`config.mk`:
```
export PLATFORM = sky130hd
export DESIGN_NAME = pse_stat_events
export DESIGN_NICKNAME = d
export VERILOG_FILES = /design/src/rtl/pse_stat_events.v /design/src/rtl/pse_req_timer.v /design/src/rtl/pse_thr_unit.v
export VERILOG_INCLUDE_DIRS = /design/src /design/src/rtl
export SDC_FILE = /design/constraint.sdc
export NUM_CORES = 1
export LEC_CHECK = 0
export BUFFER_PORTS_ARGS = -buffer_cell sky130_fd_sc_hd__buf_2
export CAP_MARGIN = 0
export CORE_MARGIN = 2
export CORE_UTILIZATION = 25
export DETAILED_ROUTE_END_ITERATION = 10
export PLACE_DENSITY = 0.52
export SYNTH_ARGS = -nofsm -noshare
export SYNTH_HDL_FRONTEND = slang
export SYNTH_SLANG_ARGS = --single-unit
```
`constraint.sdc`:
```
create_clock -name i_clk_sys -period 3.6 [get_ports i_clk_sys]
set_clock_uncertainty 0.1 [all_clocks]
set_input_delay 0.72 -clock i_clk_sys [delete_from_list [all_inputs] [get_ports i_clk_sys]]
set_output_delay 0.72 -clock i_clk_sys [all_outputs]
set_load 0.005 [all_outputs]
```
`src/rtl/pse_defs.vh`:
```
// constants for the statistics event sources
`ifndef PSE_DEFS_VH
`define PSE_DEFS_VH
`define PSE_CODE_W 8
`define PSE_CNT_W 32
`define PSE_THR_W 16
`define PSE_CLIENT_W 4
`define PSE_EV_AVG_TIME 8'h40
`define PSE_EV_AVG_CNT 8'h41
`define PSE_EV_RTT_TIME 8'h42
`define PSE_EV_RTT_CNT 8'h43
`define PSE_EV_TIMEOUT 8'h44
`define PSE_EV_THR_TIME 8'h45
`define PSE_EV_THR_CNT 8'h46
`define PSE_EV_RTHR_TIME 8'h47
`define PSE_EV_RTHR_CNT 8'h48
`define PSE_EV_TX_DW 8'h50
`define PSE_EV_RX_DW 8'h51
`define PSE_EV_TX_DLLP 8'h52
`define PSE_EV_TX_FC 8'h53
`define PSE_EV_TX_ACK 8'h54
`define PSE_EV_RX_DLLP 8'h55
`define PSE_EV_RX_FC 8'h56
`define PSE_EV_RX_ACK 8'h57
`define PSE_EV_RX_NAK 8'h58
`define PSE_UNIT_NS 96
`define PSE_CLK_NS 10
`define PSE_UNIT_CYC ((`PSE_UNIT_NS + `PSE_CLK_NS - 1) / `PSE_CLK_NS)
`define PSE_UNIT_CW 4
`define PSE_ZERO_CNT 32'h00000000
`endif

```
`src/rtl/pse_stat_events.v`:
```
// statistics event sources and one selectable statistics counter
// How it works
// - accumulate issue-to-last-completion time, chosen client
// - count chosen client read requests
// - accumulate issue-to-first-completion time
// - count chosen client requests for round trip
// - count requests reaching completion timeout
// - time request start to completions end
// - count end-of-completion times above threshold
// - time request start to first completion
// - count first-completion times above threshold
// - add transmitted dwords, one or two
// - add received dwords, one or two
// - count cycles sending any DLLP
// - count flow-control and Ack DLLPs sent
// - count cycles receiving any DLLP
// - count flow-control, Ack, Nack received
`timescale 1ns/10ps
`include "pse_defs.vh"
module pse_stat_events (
	input wire i_clk_sys,
	input wire i_reset,
	input wire [`PSE_CODE_W-1:0] i_event_sel,
	input wire [`PSE_CLIENT_W-1:0] i_client_sel,
	input wire [`PSE_THR_W-1:0] i_latency_threshold_setting,
	input wire i_counter_clear,
	input wire i_rd_req,
	input wire [`PSE_CLIENT_W-1:0] i_rd_req_client,
	input wire i_first_cpl,
	input wire i_last_cpl,
	input wire i_req_timeout,
	input wire [1:0] i_tx_dwords,
	input wire [1:0] i_rx_dwords,
	input wire i_tx_dllp,
	input wire i_tx_fc_dllp,
	input wire i_tx_ack_dllp,
	input wire i_rx_dllp,
	input wire i_rx_fc_dllp,
	input wire i_rx_ack_dllp,
	input wire i_rx_nak_dllp,
	output wire [`PSE_CNT_W-1:0] o_count,
	output wire [`PSE_CNT_W-1:0] o_time_acc,
	output wire o_full_busy,
	output wire o_rtt_busy
);
	reg [`PSE_CNT_W-1:0] count_q;
	reg [`PSE_CNT_W-1:0] count_d;
	reg [`PSE_CNT_W-1:0] time_q;
	reg [`PSE_CNT_W-1:0] time_d;
	reg [`PSE_CODE_W-1:0] sel_q;
	reg rtt_seen_q;
	wire my_req;
	wire full_busy;
	wire full_tick;
	wire full_done;
	wire rtt_busy;
	wire rtt_tick;
	wire rtt_done;
	wire full_above;
	wire rtt_above;
	wire [`PSE_CNT_W-1:0] full_elapsed;
	wire [`PSE_CNT_W-1:0] rtt_elapsed;
	wire rtt_stop;

	function [`PSE_CNT_W-1:0] widen;
		input [1:0] v;
		begin
			widen = {30'h00000000, v};
		end
	endfunction

	function [`PSE_CNT_W-1:0] flag;
		input f;
		begin
			flag = {31'h00000000, f};
		end
	endfunction

	assign o_count = count_q;
	assign o_time_acc = time_q;
	assign o_full_busy = full_busy;
	assign o_rtt_busy = rtt_busy;

	// one request tracked at a time; others of the client pass untimed
	assign my_req = i_rd_req & (i_rd_req_client == i_client_sel);
	// the first completion ends the round trip only once per request
	assign rtt_stop = i_first_cpl & ~rtt_seen_q;

	pse_req_timer u_full_timer (
		.i_clk_sys(i_clk_sys),
		.i_reset(i_reset | i_counter_clear),
		.i_start(my_req),
		.i_stop(i_last_cpl),
		.o_busy(full_busy),
		.o_tick(full_tick),
		.o_done(full_done),
		.o_elapsed(full_elapsed)
	);

	pse_req_timer u_rtt_timer (
		.i_clk_sys(i_clk_sys),
		.i_reset(i_reset | i_counter_clear),
		// rtt idles after the first completion; full busy still blocks
		.i_start(my_req & ~full_busy),
		.i_stop(rtt_stop),
		.o_busy(rtt_busy),
		.o_tick(rtt_tick),
		.o_done(rtt_done),
		.o_elapsed(rtt_elapsed)
	);

	pse_thr_unit u_full_thr (
		.i_clk_sys(i_clk_sys),
		.i_reset(i_reset),
		.i_clear(my_req & ~full_busy),
		.i_tick(full_tick),
		.i_threshold(i_latency_threshold_setting),
		.o_above(full_above)
	);

	pse_thr_unit u_rtt_thr (
		.i_clk_sys(i_clk_sys),
		.i_reset(i_reset),
		.i_clear(my_req & ~full_busy),
		.i_tick(rtt_tick),
		.i_threshold(i_latency_threshold_setting),
		.o_above(rtt_above)
	);

	always @(posedge i_clk_sys) begin
		if (i_reset)
			rtt_seen_q <= 1'b0;
		else if (my_req & ~full_busy)
			rtt_seen_q <= 1'b0;
		else if (full_busy & i_first_cpl)
			rtt_seen_q <= 1'b1;
	end

	always @* begin
		count_d = count_q;
		time_d = time_q;
		case (sel_q)
			`PSE_EV_AVG_TIME, `PSE_EV_AVG_CNT: begin
				if (full_done)
					time_d = time_q + full_elapsed + 32'h00000001;
				if (my_req & ~full_busy)
					count_d = count_q + 32'h00000001;
			end
			`PSE_EV_RTT_TIME, `PSE_EV_RTT_CNT: begin
				if (rtt_done)
					time_d = time_q + rtt_elapsed + 32'h00000001;
				if (my_req & ~full_busy)
					count_d = count_q + 32'h00000001;
			end
			`PSE_EV_TIMEOUT:
				count_d = count_q + flag(i_req_timeout);
			`PSE_EV_THR_TIME, `PSE_EV_THR_CNT: begin
				if (full_done) begin
					time_d = full_elapsed + 32'h00000001;
					if (full_above)
						count_d = count_q + 32'h00000001;
				end
			end
			`PSE_EV_RTHR_TIME, `PSE_EV_RTHR_CNT: begin
				if (rtt_done) begin
					time_d = rtt_elapsed + 32'h00000001;
					if (rtt_above)
						count_d = count_q + 32'h00000001;
				end
			end
			`PSE_EV_TX_DW:
				count_d = count_q + widen(i_tx_dwords);
			`PSE_EV_RX_DW:
				count_d = count_q + widen(i_rx_dwords);
			`PSE_EV_TX_DLLP:
				count_d = count_q + flag(i_tx_dllp);
			`PSE_EV_TX_FC:
				count_d = count_q + flag(i_tx_fc_dllp);
			`PSE_EV_TX_ACK:
				count_d = count_q + flag(i_tx_ack_dllp);
			`PSE_EV_RX_DLLP:
				count_d = count_q + flag(i_rx_dllp);
			`PSE_EV_RX_FC:
				count_d = count_q + flag(i_rx_fc_dllp);
			`PSE_EV_RX_ACK:
				count_d = count_q + flag(i_rx_ack_dllp);
			`PSE_EV_RX_NAK:
				count_d = count_q + flag(i_rx_nak_dllp);
			default: begin
				count_d = count_q;
				time_d = time_q;
			end
		endcase
	end

	always @(posedge i_clk_sys) begin
		if (i_reset) begin
			count_q <= `PSE_ZERO_CNT;
			time_q <= `PSE_ZERO_CNT;
			sel_q <= 8'h00;
		end else if (i_counter_clear | (i_event_sel != sel_q)) begin
			// a new selection starts from zero; a request already in flight keeps its timer and still adds its whole time
			count_q <= `PSE_ZERO_CNT;
			time_q <= `PSE_ZERO_CNT;
			sel_q <= i_event_sel;
		end else begin
			count_q <= count_d;
			time_q <= time_d;
		end
	end
endmodule

```
`src/rtl/pse_req_timer.v`:
```
// times one outstanding request of the chosen client
`timescale 1ns/10ps
`include "pse_defs.vh"
module pse_req_timer (
	input wire i_clk_sys,
	input wire i_reset,
	input wire i_start,
	input wire i_stop,
	output wire o_busy,
	output wire o_tick,
	output wire o_done,
	output reg [`PSE_CNT_W-1:0] o_elapsed
);
	reg busy_q;
	assign o_busy = busy_q;
	assign o_tick = busy_q;
	assign o_done = busy_q & i_stop;
	always @(posedge i_clk_sys) begin
		if (i_reset) begin
			busy_q <= 1'b0;
			o_elapsed <= `PSE_ZERO_CNT;
		end else if (i_start & ~busy_q) begin
			busy_q <= 1'b1;
			o_elapsed <= `PSE_ZERO_CNT;
		end else if (busy_q) begin
			// elapsed holds the final time after stop
			o_elapsed <= o_elapsed + 32'h00000001;
			if (i_stop)
				busy_q <= 1'b0;
		end
	end
endmodule

```
`src/rtl/pse_thr_unit.v`:
```
// compares a finished request time with the threshold in 10-cycle units (96 ns rounded up to whole 10 ns cycles)
`timescale 1ns/10ps
`include "pse_defs.vh"
module pse_thr_unit (
	input wire i_clk_sys,
	input wire i_reset,
	input wire i_clear,
	input wire i_tick,
	input wire [`PSE_THR_W-1:0] i_threshold,
	output wire o_above
);
	reg [`PSE_UNIT_CW-1:0] sub_q;
	reg [`PSE_THR_W:0] units_q;
	// one extra bit so long requests saturate past any threshold
	assign o_above = units_q > {1'b0, i_threshold};
	always @(posedge i_clk_sys) begin
		if (i_reset | i_clear) begin
			sub_q <= 4'h0;
			units_q <= 17'h00000;
		end else if (i_tick) begin
			if (sub_q == `PSE_UNIT_CYC - 1) begin
				sub_q <= 4'h0;
				if (~units_q[`PSE_THR_W])
					units_q <= units_q + 17'h00001;
			end else begin
				sub_q <= sub_q + 4'h1;
			end
		end
	end
endmodule

```
==> results.ini, run 1 <==
[clock_network]
clk_pin_slew_worst_paths_ns = 0.08
clockBufferDepth = 2
clock_latency_ns = 0.50
clock_sinks = 181
numCtsBuffers = 17
clk_root_buffer_cell = clkbuf_16
cts_tree = built
htreeDepth = 4
cts_hold_buf = 0
post-cts-setup-buffers = 0

[worst_setup_path]
cp.required_ns = 3.88
r2r-start = o_time_acc[0]
critPathMaxStageDelay_ns = 0.42
r2r_end = o_time_acc[24]
cp-start-kind = flip-flop
arrival_ns = 3.73
setup.worst_path.class = reg2reg
cp_max_fo = 6
critPathMostFrequentCell = buf_4
reg2reg_depth = 15
cp_slowest_cell = fa_1
end_kind = flip-flop
path_cells = inv_1, ha_1, fa_1, nand2b_1, a21oi_2, buf_4, o2111ai_1, a31oi_1, buf_4, o31ai_1, buf_4, o311ai_1, o41ai_1, a221oi_1, nor3_1
r2r_slack_ns = 0.15

[detailed_routing]
finalWirelength_microns = 47300
firstDrtPassIters = 5
vias = 13600
met2WireLength_microns = 22300
ant_nets = 0
m1WireLength_microns = 21700
highest_layer = met5
wl_met3_microns = 2190
viasPerCell = 5.13
routedWlPerCell_microns = 17.8
dr.first_iter.drc_count = 1058
post-route-drc-count = 0

[synthesis]
synth_area_sq_mm = 0.0138
ys_types = 76
async_reset_ff_frac = 0
synth_cells = 1784
yosysSeqAreaShare = 0.262
synthFlopType = dfxtp_1
synth.ff_latch_count = 181
synth_edf_count = 0
synth_area_per_cell_sq_um = 7.75
ys_top_cells_by_count = 233 x nor2_1, 181 x dfxtp_1, 148 x nand2_1, 110 x a21oi_1, 110 x xor2_1
yosysMostFrequentCell = nor2_1
ys_top_cells_by_area = dfxtp_1 26%, ha_1 9.1%, xor2_1 7.0%, xnor2_1 6.5%, nor2_1 6.3%
synth_fp_nets = 1937
ys_warn_count = 0
synth_area_leader_cell = dfxtp_1
yosysTopAreaCellShare = 0.262

[placement]
pre_cts_slack_ns = -0.177
portBuffers = 115
dp_hpwl_microns = 36200
gp_congestion = 0.944

[hold_path]
whs_endpoint = sel_q[7]
worstHoldPathType = in2reg
min_delay_path_depth = 2
min_from = i_event_sel[7]

[sta]
rsz0062_at_grt = yes
final_hold_viol_count = 0
max-slew-margin-rel = 0.538
holdWs_ns = 0.371
finalCriticalPeriod_ns = 3.45
clock.fmax_mhz = 290
worst_pin_slew_ns = 0.693
finalCritPeriodShare = 0.959
timing.final.ws_setup_ns = 0.149
finalSetupViolations = 0
maxSlewViolCount = 0

[floorplan]
core_area_sq_mm = 0.0549
die_h_microns = 239
dieArea_sq_mm = 0.0572
start_util = 0.252
die_x_microns = 239
io_pins = 116
rows = 86

[global_route]
grt_first_pass_wirelength_microns = 74000
grt_max_degree = 65
grt_use_total = 0.167
antenna_found_initial = 1
grt_pass1_vias = 13100
overflow = 0

[job]
drv_cap = 0

[power_and_ir_drop]
ir_drop_mv = 0.297
p_leak_nw = 6.69
pwr_density_cell_mw_per_mm2 = 271

[cells_and_area]
nets = 2084
area_growth_pct = 18.7
drive_gt1_frac = 0.146
antenna_cells = 0

[status]
status = complete, no violations

cell type report:
cell class	instances	area (sq um)
clock buffers	18	439
multi-input cells	1468	9720
flip-flops and latches	181	3630
fillers	5896	38500
clock inverters	14	236
repair buffers	210	1300
well taps	704	881
inverters	53	199
report_power, final:
part	leakage (nW)	switching, mW	internal [mW]	total (mW)
Sequential	1.46	0.00822	2.01	2.01
Clock	0.332	0.959	1.27	2.23
Combinational	4.90	0.121	0.0786	0.200
Total	6.69	1.09	3.36	4.45
layout by cell type, fill, tap and decap left out, types with 14 or more instances in the layout:
cell type	count
o21ai_0	52
buf_2	115
ha_1	100
nor3_1	46
and2_1	18
mux2i_1	15
buf_4	94
and4_1	14
nor4_1	20
or3_1	31
nand3_1	76
xnor2_1	102
nor2_1	233
nand4_1	37
nand2b_1	21
a21oi_1	109
xor2_1	110
o22ai_1	16
nor2b_1	21
o221ai_1	19
or2_2	15
nand2_1	148
inv_1	52
a221oi_1	20
a21o_1	50
clkbuf_16	17
a211oi_1	16
dfxtp_1	179
and3_1	30
worst max-delay path, delay by kind of cell, from the launching register on:
family                     cells  cell delay (ns)
buffers and inverters          4             0.54
DFF                            1             0.33
adders and majority gates      2             0.65
AOI/OAI and AO/OA              7             1.40
and+or+nand+nor                2             0.30
cell families after synthesis:
| group | Yosys count | synth area share |
|---|---|---|
| AND/OR/NAND/NOR | 742 | 0.265 |
| AO/OA/AOI/OAI | 393 | 0.191 |
| XOR/XNOR | 212 | 0.134 |
| flip-flops | 181 | 0.262 |
| buffers and inverters | 135 | 0.0380 |
| adder cells (fa/ha/maj) | 103 | 0.0949 |
| multiplexers | 18 | 0.0141 |
how the worst max path moves through the flow:
| stage | slack, ns | endpoint | from | cells past startpoint |
|---|---|---|---|---|
| floorplan | 0.04 | o_count[24] | sel_q[1] | 17 |
| global placement | -0.07 | o_count[24] | i_rx_ack_dllp | 16 |
| detailed placement | -0.18 | o_count[31] | i_latency_threshold_setting[2] | 12 |
| CTS | 0.06 | o_time_acc[24] | o_time_acc[0] | 15 |
| global route | -0.04 | o_time_acc[24] | o_time_acc[0] | 15 |
| finish | 0.15 | o_time_acc[24] | o_time_acc[0] | 15 |
through the flow:
step | total power [mW] | cell area [sq um] | setup TNS [ns] | util | cells
2_1_floorplan | 2.16 | 13800 | 0 | - | 1784
3_3_place_gp | 2.26 | 15700 | -0.431 | 0.286 | 2616
3_5_place_dp | 2.26 | 15700 | -1.18 | 0.286 | 2616
4_1_cts | 4.52 | 16400 | 0 | 0.299 | 2648
5_1_grt | 4.62 | 16400 | -0.0395 | 0.299 | 2648
6_report | 4.45 | 16400 | 0 | 0.299 | 2648
sequential cells by signal, summed over array words and instances, names as in the netlist:
register / cells
o_time_acc: 32
u_full_timer.o_busy: 1
u_full_thr.sub_q: 4
o_count: 32
u_rtt_timer.o_busy: 1
u_full_timer.o_elapsed: 32
u_rtt_thr.sub_q: 4
sel_q: 8
u_rtt_thr.units_q: 17
u_rtt_timer.o_elapsed: 32
u_full_thr.units_q: 17
rtt_seen_q: 1
repair_timing:
action                                  in CTS  in global routing
gates resized for setup                      0                  8
endpoints found under the hold margin        0                  0
endpoints found under the setup margin       0                  7
routing by layer:
metal,vias to the layer above,track usage
met4,2,0.0521
met2,311,0.277
li1,6747,-
met1,6468,0.216
met5,-,0
met3,55,0.0341
No activity file was read; power rests on OpenSTA's default activity.
==> run 2: changes to the inputs <==
- CORE_ASPECT_RATIO: default -> 0.6
==> results.ini, run 2 (same netlist as run 1, synthesis figures left out) <==
[worst_setup_path]
r2r_slack_ns = 0.21  ; was 0.15 ns
cp_slowest_cell = or3_4  ; was fa_1
end_kind = flip-flop  ; unchanged
critPathMaxStageDelay_ns = 0.41  ; was 0.42 ns
crit_family = simple AND/OR/NAND/NOR gates  ; was compound AO/OA/AOI/OAI gates
path_buf_inv = 1  ; was 4
path_cells = mux2_2, a22oi_1, nand2_1, o21ai_0, o22ai_2, a221o_1, ha_1, inv_1, fa_1, nand2b_1, or2_4, or3_4, nor4_4, xnor2_1, nor2_1  ; was inv_1, ha_1, fa_1, nand2b_1, a21oi_2, buf_4, o2111ai_1, a31oi_1, buf_4, o31ai_1, buf_4, o311ai_1, o41ai_1, a221oi_1, nor3_1
setup.worst_path.class = reg2reg  ; unchanged
cp_max_fo = 6  ; unchanged
cp.required_ns = 3.83  ; was 3.88 ns
cp-start-kind = flip-flop  ; unchanged
arrival_ns = 3.62  ; was 3.73 ns

[detailed_routing]
finalWirelength_microns = 51200  ; was 47300 microns
routedWlPerCell_microns = 19.2  ; was 17.8 microns
viasPerCell = 5.22  ; was 5.13
firstDrtPassIters = 5  ; unchanged
dr.first_iter.drc_count = 1476  ; was 1058
ant_nets = 0  ; unchanged
vias = 13900  ; was 13600
post-route-drc-count = 0  ; unchanged

[sta]
holdWs_ns = 0.384  ; was 0.371 ns
finalCriticalPeriod_ns = 3.39  ; was 3.45 ns
rsz0062_at_grt = no  ; was yes
maxSlewViolCount = 0  ; unchanged
clock.fmax_mhz = 295  ; was 290 MHz
max-slew-margin-rel = 0.542  ; was 0.538
worst_pin_slew_ns = 0.687  ; was 0.693 ns
final_hold_viol_count = 0  ; unchanged
finalSetupViolations = 0  ; unchanged
finalCritPeriodShare = 0.943  ; was 0.959
tns_ns = 0  ; unchanged

[clock_network]
clock_latency_ns = 0.46  ; was 0.50 ns
clock_sinks = 181  ; unchanged
clk_root_buffer_cell = clkbuf_16  ; unchanged
clockBufferDepth = 2  ; unchanged
htreeDepth = 4  ; unchanged
cts_hold_buf = 0  ; unchanged
numCtsBuffers = 17  ; unchanged
cts_tree = built  ; unchanged
clk_pin_slew_worst_paths_ns = 0.08  ; about the same

[cells_and_area]
nets = 2091  ; was 2084
final_cell_mix = 233 x nor2_1, 179 x dfxtp_1, 148 x nand2_1  ; unchanged
fill_cells = 5809  ; was 5896
utilization = 0.303  ; was 0.299
stdcell_area_sq_mm = 0.0165  ; was 0.0164 sq mm
area_growth_pct = 19.3  ; was 18.7%
drive_gt1_frac = 0.153  ; was 0.146
final_common_cell = nor2_1  ; unchanged

[global_route]
overflow = 0  ; unchanged
grt_max_degree = 44  ; was 65
grt_first_pass_wirelength_microns = 77200  ; was 74000 microns
antenna_found_initial = 7  ; was 1
grt_use_total = 0.177  ; was 0.167
grt_pass1_vias = 12600  ; was 13100

[power_and_ir_drop]
p_leak_nw = 6.69  ; about the same
ir_drop_mv = 0.331  ; was 0.297 mV
pwr_density_cell_mw_per_mm2 = 255  ; was 271 mW/mm^2
finalPower_mw = 4.20  ; was 4.45 mW

[status]
status = complete, no violations  ; unchanged

[floorplan]
die_x_microns = 308  ; was 239 microns
core_area_sq_mm = 0.0544  ; was 0.0549 sq mm
rows = 66  ; was 86
io_pins = 116  ; unchanged
die_h_microns = 186  ; was 239 microns
dieArea_sq_mm = 0.0572  ; about the same
start_util = 0.254  ; was 0.252

[hold_path]
worstHoldPathType = reg2reg  ; was in2reg

[job]
drv_cap = 0  ; unchanged

[placement]
gp_congestion = 0.924  ; was 0.944
dp_hpwl_microns = 40200  ; was 36200 microns
portBuffers = 115  ; unchanged
place_area_sq_mm = 0.0158  ; was 0.0157 sq mm

-- run 2: where the power goes --
part	leakage [nW]	switching (mW)	internal (mW)
sequential	1.46	0.00617	2.01
clock	0.290	0.979	1.01
combinational	4.94	0.128	0.0800
total	6.69	1.11	3.09
-- run 2: layer usage --
metal | vias up | global-route usage | share of wire
met1 | 6633 | 0.279 | 0.52
met4 | 4 | 0.0260 | 0.0093
met3 | 35 | 0.0484 | 0.097
li1 | 6759 | - | -
met2 | 502 | 0.235 | 0.37
met5 | - | 0 | 0.00045
-- run 2: final cells by class --
class	instances	area, sq um	share of cell area
clock buffer	18	439	0.0266
sequential	181	3630	0.220
tap	714	893	0.0542
multi-input combinational	1468	9800	0.594
antenna	5	12.5	0.000759
clock inverter	14	166	0.0101
inverter	53	199	0.0121
timing repair buffer	217	1350	0.0821
-- run 2: what timing repair did --
| item | in CTS | in global routing |
|---|---|---|
| setup buffers | 0 | 1 |
| endpoints found under the setup margin | 4 | 18 |
| pin swaps | 0 | 7 |
| gates cloned | 0 | 0 |
| resized for setup | 2 | 16 |
-- run 2: path summary, 6_finish.rpt --
check,cells after the start,to,from
worst min register to register,2,o_count[31],o_count[31]
worst min-delay path,2,o_count[31],o_count[31]
worst max register to register,15,o_count[24],sel_q[1]
worst max-delay path,15,o_count[24],sel_q[1]
-- run 2: worst register-to-register path, cell delays in order (launching register included) --
cell and delay [ns]:
dfxtp_2 0.36, mux2_2 0.23, a22oi_1 0.07, nand2_1 0.07, o21ai_0 0.09, o22ai_2 0.18, a221o_1 0.22, ha_1 0.18
inv_1 0.06, fa_1 0.38, nand2b_1 0.20, or2_4 0.27, or3_4 0.42, nor4_4 0.23, xnor2_1 0.15, nor2_1 0.05
-- run 2: metrics by stage --
stage | setup slack, ns | std cells
after global placement | -0.395 | 2632
after detailed placement | -0.360 | 2632
after floorplan | 0.0393 | 1784
after global routing | 0.00142 | 2667
after CTS | 0.000781 | 2664
final | 0.206 | 2670
==> run 3: changes to the inputs <==
- PLACE_DENSITY: 0.52 -> 0.51
- clock period: 3.6 -> 3.5 ns (I/O delays scaled with it)
==> results.ini, run 3 (same netlist as run 1, synthesis figures left out) <==
[status]
status = complete, no violations  ; unchanged

[detailed_routing]
finalWirelength_microns = 51500  ; was 51200 microns
vias = 13800  ; was 13900
routedWlPerCell_microns = 19.3  ; was 19.2 microns
viasPerCell = 5.17  ; was 5.22
ant_nets = 0  ; unchanged
dr.first_iter.drc_count = 1506  ; was 1476
firstDrtPassIters = 6  ; was 5
post-route-drc-count = 0  ; unchanged

[global_route]
grt_use_total = 0.179  ; was 0.177
grt_pass1_vias = 12700  ; was 12600
grt_use_met1 = 0.284  ; was 0.279
gr-usage-met3 = 0.0493  ; was 0.0484
grt-busiest-layer = met1  ; unchanged
grt_first_pass_wirelength_microns = 77900  ; was 77200 microns
antenna_found_initial = 7  ; unchanged
overflow = 0  ; unchanged
grt_max_degree = 47  ; was 44
grtUsageMet2 = 0.232  ; was 0.235

[worst_setup_path]
cp_max_fo = 6  ; unchanged
cp_slowest_cell = fa_1  ; was or3_4
end_kind = flip-flop  ; unchanged
setup.worst_path.class = reg2reg  ; unchanged
cp-start-kind = flip-flop  ; unchanged
path_cells = inv_1, ha_1, fa_1, nand2b_1, a21oi_1, buf_4, o2111ai_1, a31oi_2, o31ai_2, o21ai_1, buf_4, mux2i_2, a221oi_1, nor3_1  ; was mux2_2, a22oi_1, nand2_1, o21ai_0, o22ai_2, a221o_1, ha_1, inv_1, fa_1, nand2b_1, or2_4, or3_4, nor4_4, xnor2_1, nor2_1
cp.required_ns = 3.78  ; was 3.83 ns
r2r-start = o_time_acc[0]  ; was sel_q[1]
critPathMostFrequentCell = buf_4
critPathMaxStageDelay_ns = 0.43  ; was 0.41 ns
arrival_ns = 3.64  ; was 3.62 ns
crit_start = o_time_acc[0]  ; was sel_q[1]

[cells_and_area]
fin_cells = 2674  ; was 2670
nets = 2096  ; was 2091
area_growth_pct = 19.9  ; was 19.3%
regArea_sq_mm = 0.00363  ; about the same
fill_cells = 5814  ; was 5809
final_cell_mix = 232 x nor2_1, 177 x dfxtp_1, 148 x nand2_1  ; was 233 x nor2_1, 179 x dfxtp_1, 148 x nand2_1
final_common_cell = nor2_1  ; unchanged
multi_input_area_sq_mm = 0.00985  ; was 0.00980 sq mm
drive_gt1_frac = 0.161  ; was 0.153

[hold_path]
min_from = i_event_sel[6]  ; was o_count[31]
worstHoldPathType = in2reg  ; was reg2reg

[floorplan]
dieArea_sq_mm = 0.0572  ; unchanged
core_area_sq_mm = 0.0544  ; unchanged
die_h_microns = 186  ; unchanged
rows = 66  ; unchanged
die_x_microns = 308  ; unchanged
io_pins = 116  ; unchanged
start_util = 0.254  ; unchanged

[placement]
gp_congestion = 0.935  ; was 0.924
placed_cells = 2638  ; was 2632
portBuffers = 115  ; unchanged
dp_hpwl_microns = 40500  ; was 40200 microns

[sta]
max-slew-margin-rel = 0.545  ; was 0.542
clock.fmax_mhz = 298  ; was 295 MHz
finalCritPeriodShare = 0.960  ; was 0.943
rsz0062_at_grt = no  ; unchanged
maxSlewViolCount = 0  ; unchanged
worst_pin_slew_ns = 0.683  ; was 0.687 ns
finalCriticalPeriod_ns = 3.36  ; was 3.39 ns
finalSetupViolations = 0  ; unchanged
final_hold_viol_count = 0  ; unchanged

[clock_network]
cts_tree = built  ; unchanged
htreeDepth = 4  ; unchanged
post-cts-setup-buffers = 0  ; unchanged
numCtsBuffers = 17  ; unchanged
clk_root_buffer_cell = clkbuf_16  ; unchanged
clock_sinks = 181  ; unchanged
clk_pin_slew_worst_paths_ns = 0.09  ; was 0.08 ns
clockBufferDepth = 2  ; unchanged
clock_latency_ns = 0.47  ; was 0.46 ns

[power_and_ir_drop]
clock_power_share = 0.475  ; was 0.472
ir_drop_mv = 0.343  ; was 0.331 mV
pwr_density_cell_mw_per_mm2 = 264  ; was 255 mW/mm^2
finalPower_mw = 4.37  ; was 4.20 mW
p_leak_nw = 6.74  ; was 6.69 nW
pwr-share-comb = 0.051  ; was 0.049
p_sw_frac = 0.273  ; was 0.265
p_sw_mw = 1.19  ; was 1.11 mW
intPower_mw = 3.18  ; was 3.09 mW
sequentialPowerShare = 0.474  ; was 0.479

[job]
drv_cap = 0  ; unchanged

run 3: cell types whose count changed in the layout (fill, tap and decap cells not counted), sizes merged:
cell | before | now
inv | 57 | 60
diode | 5 | 4
buf | 217 | 222
clkbuf | 18 | 17
clkinv | 7 | 5
run 3: path summary, 6_finish.rpt:
| check | slack, ns | endpoint | depth (start not counted) |
|---|---|---|---|
| setup / recovery | 0.14 | o_time_acc[30] | 14 |
| hold / removal | 0.39 | sel_q[6] | 2 |
| setup reg to reg | 0.14 | o_time_acc[30] | 14 |
| hold reg to reg | 0.39 | o_count[31] | 2 |
run 3: timing repair:
action                                 CTS  global route
gates resized for setup                  2            29
setup endpoints to repair                5            30
endpoints found under the hold margin    0             0
hold buffers                             0             0
pin swaps                                0             8
run 3: layer usage:
| metal | vias up | routed length, microns |
|---|---|---|
| met4 | 4 | 614 |
| met5 | - | 26 |
| met1 | 6550 | 27200 |
| met3 | 39 | 4980 |
| li1 | 6750 | - |
| met2 | 488 | 18700 |
run 3: layout make-up:
cell class | instances | share of cell area
antenna | 4 | 0.000604
clock buffer | 17 | 0.0257
clock inverter | 15 | 0.0111
inverter | 53 | 0.0120
multi-input combinational | 1468 | 0.594
sequential | 181 | 0.219
tap | 714 | 0.0539
timing repair buffer | 222 | 0.0832
run 3: critical path, delay by kind of cell, from the launching register on:
| kind | cells | cell delay, ns |
|---|---|---|
| muxes | 1 | 0.35 |
| AOI/OAI and AO/OA | 6 | 1.04 |
| buffers and inverters | 3 | 0.38 |
| adders and majority gates | 2 | 0.65 |
| DFF | 1 | 0.36 |
| and+or+nand+nor | 2 | 0.39 |
run 3: power groups by stage:
stage / Combinational, mW / Clock, mW / Sequential (mW)
global route: 0.240 / 2.22 / 2.07
detailed placement: 0.216 / 0 / 2.12
floorplan: 0.108 / 0 / 2.12
finish: 0.221 / 2.08 / 2.07
CTS: 0.218 / 2.14 / 2.07
global placement: 0.212 / 0 / 2.12
run 3: stage by stage:
step	cell area, sq um	setup TNS (ns)	setup slack (ns)	hold WS [ns]	util
floorplan	13800	-0.0706	-0.0353	0.351	-
global placement	15800	-4.47	-0.417	0.362	0.291
detailed placement	15800	-5.67	-0.394	0.390	0.291
CTS	16400	0	0.0138	0.353	0.302
global route	16600	0	0.0107	0.374	0.304
finish	16600	0	0.140	0.386	0.304
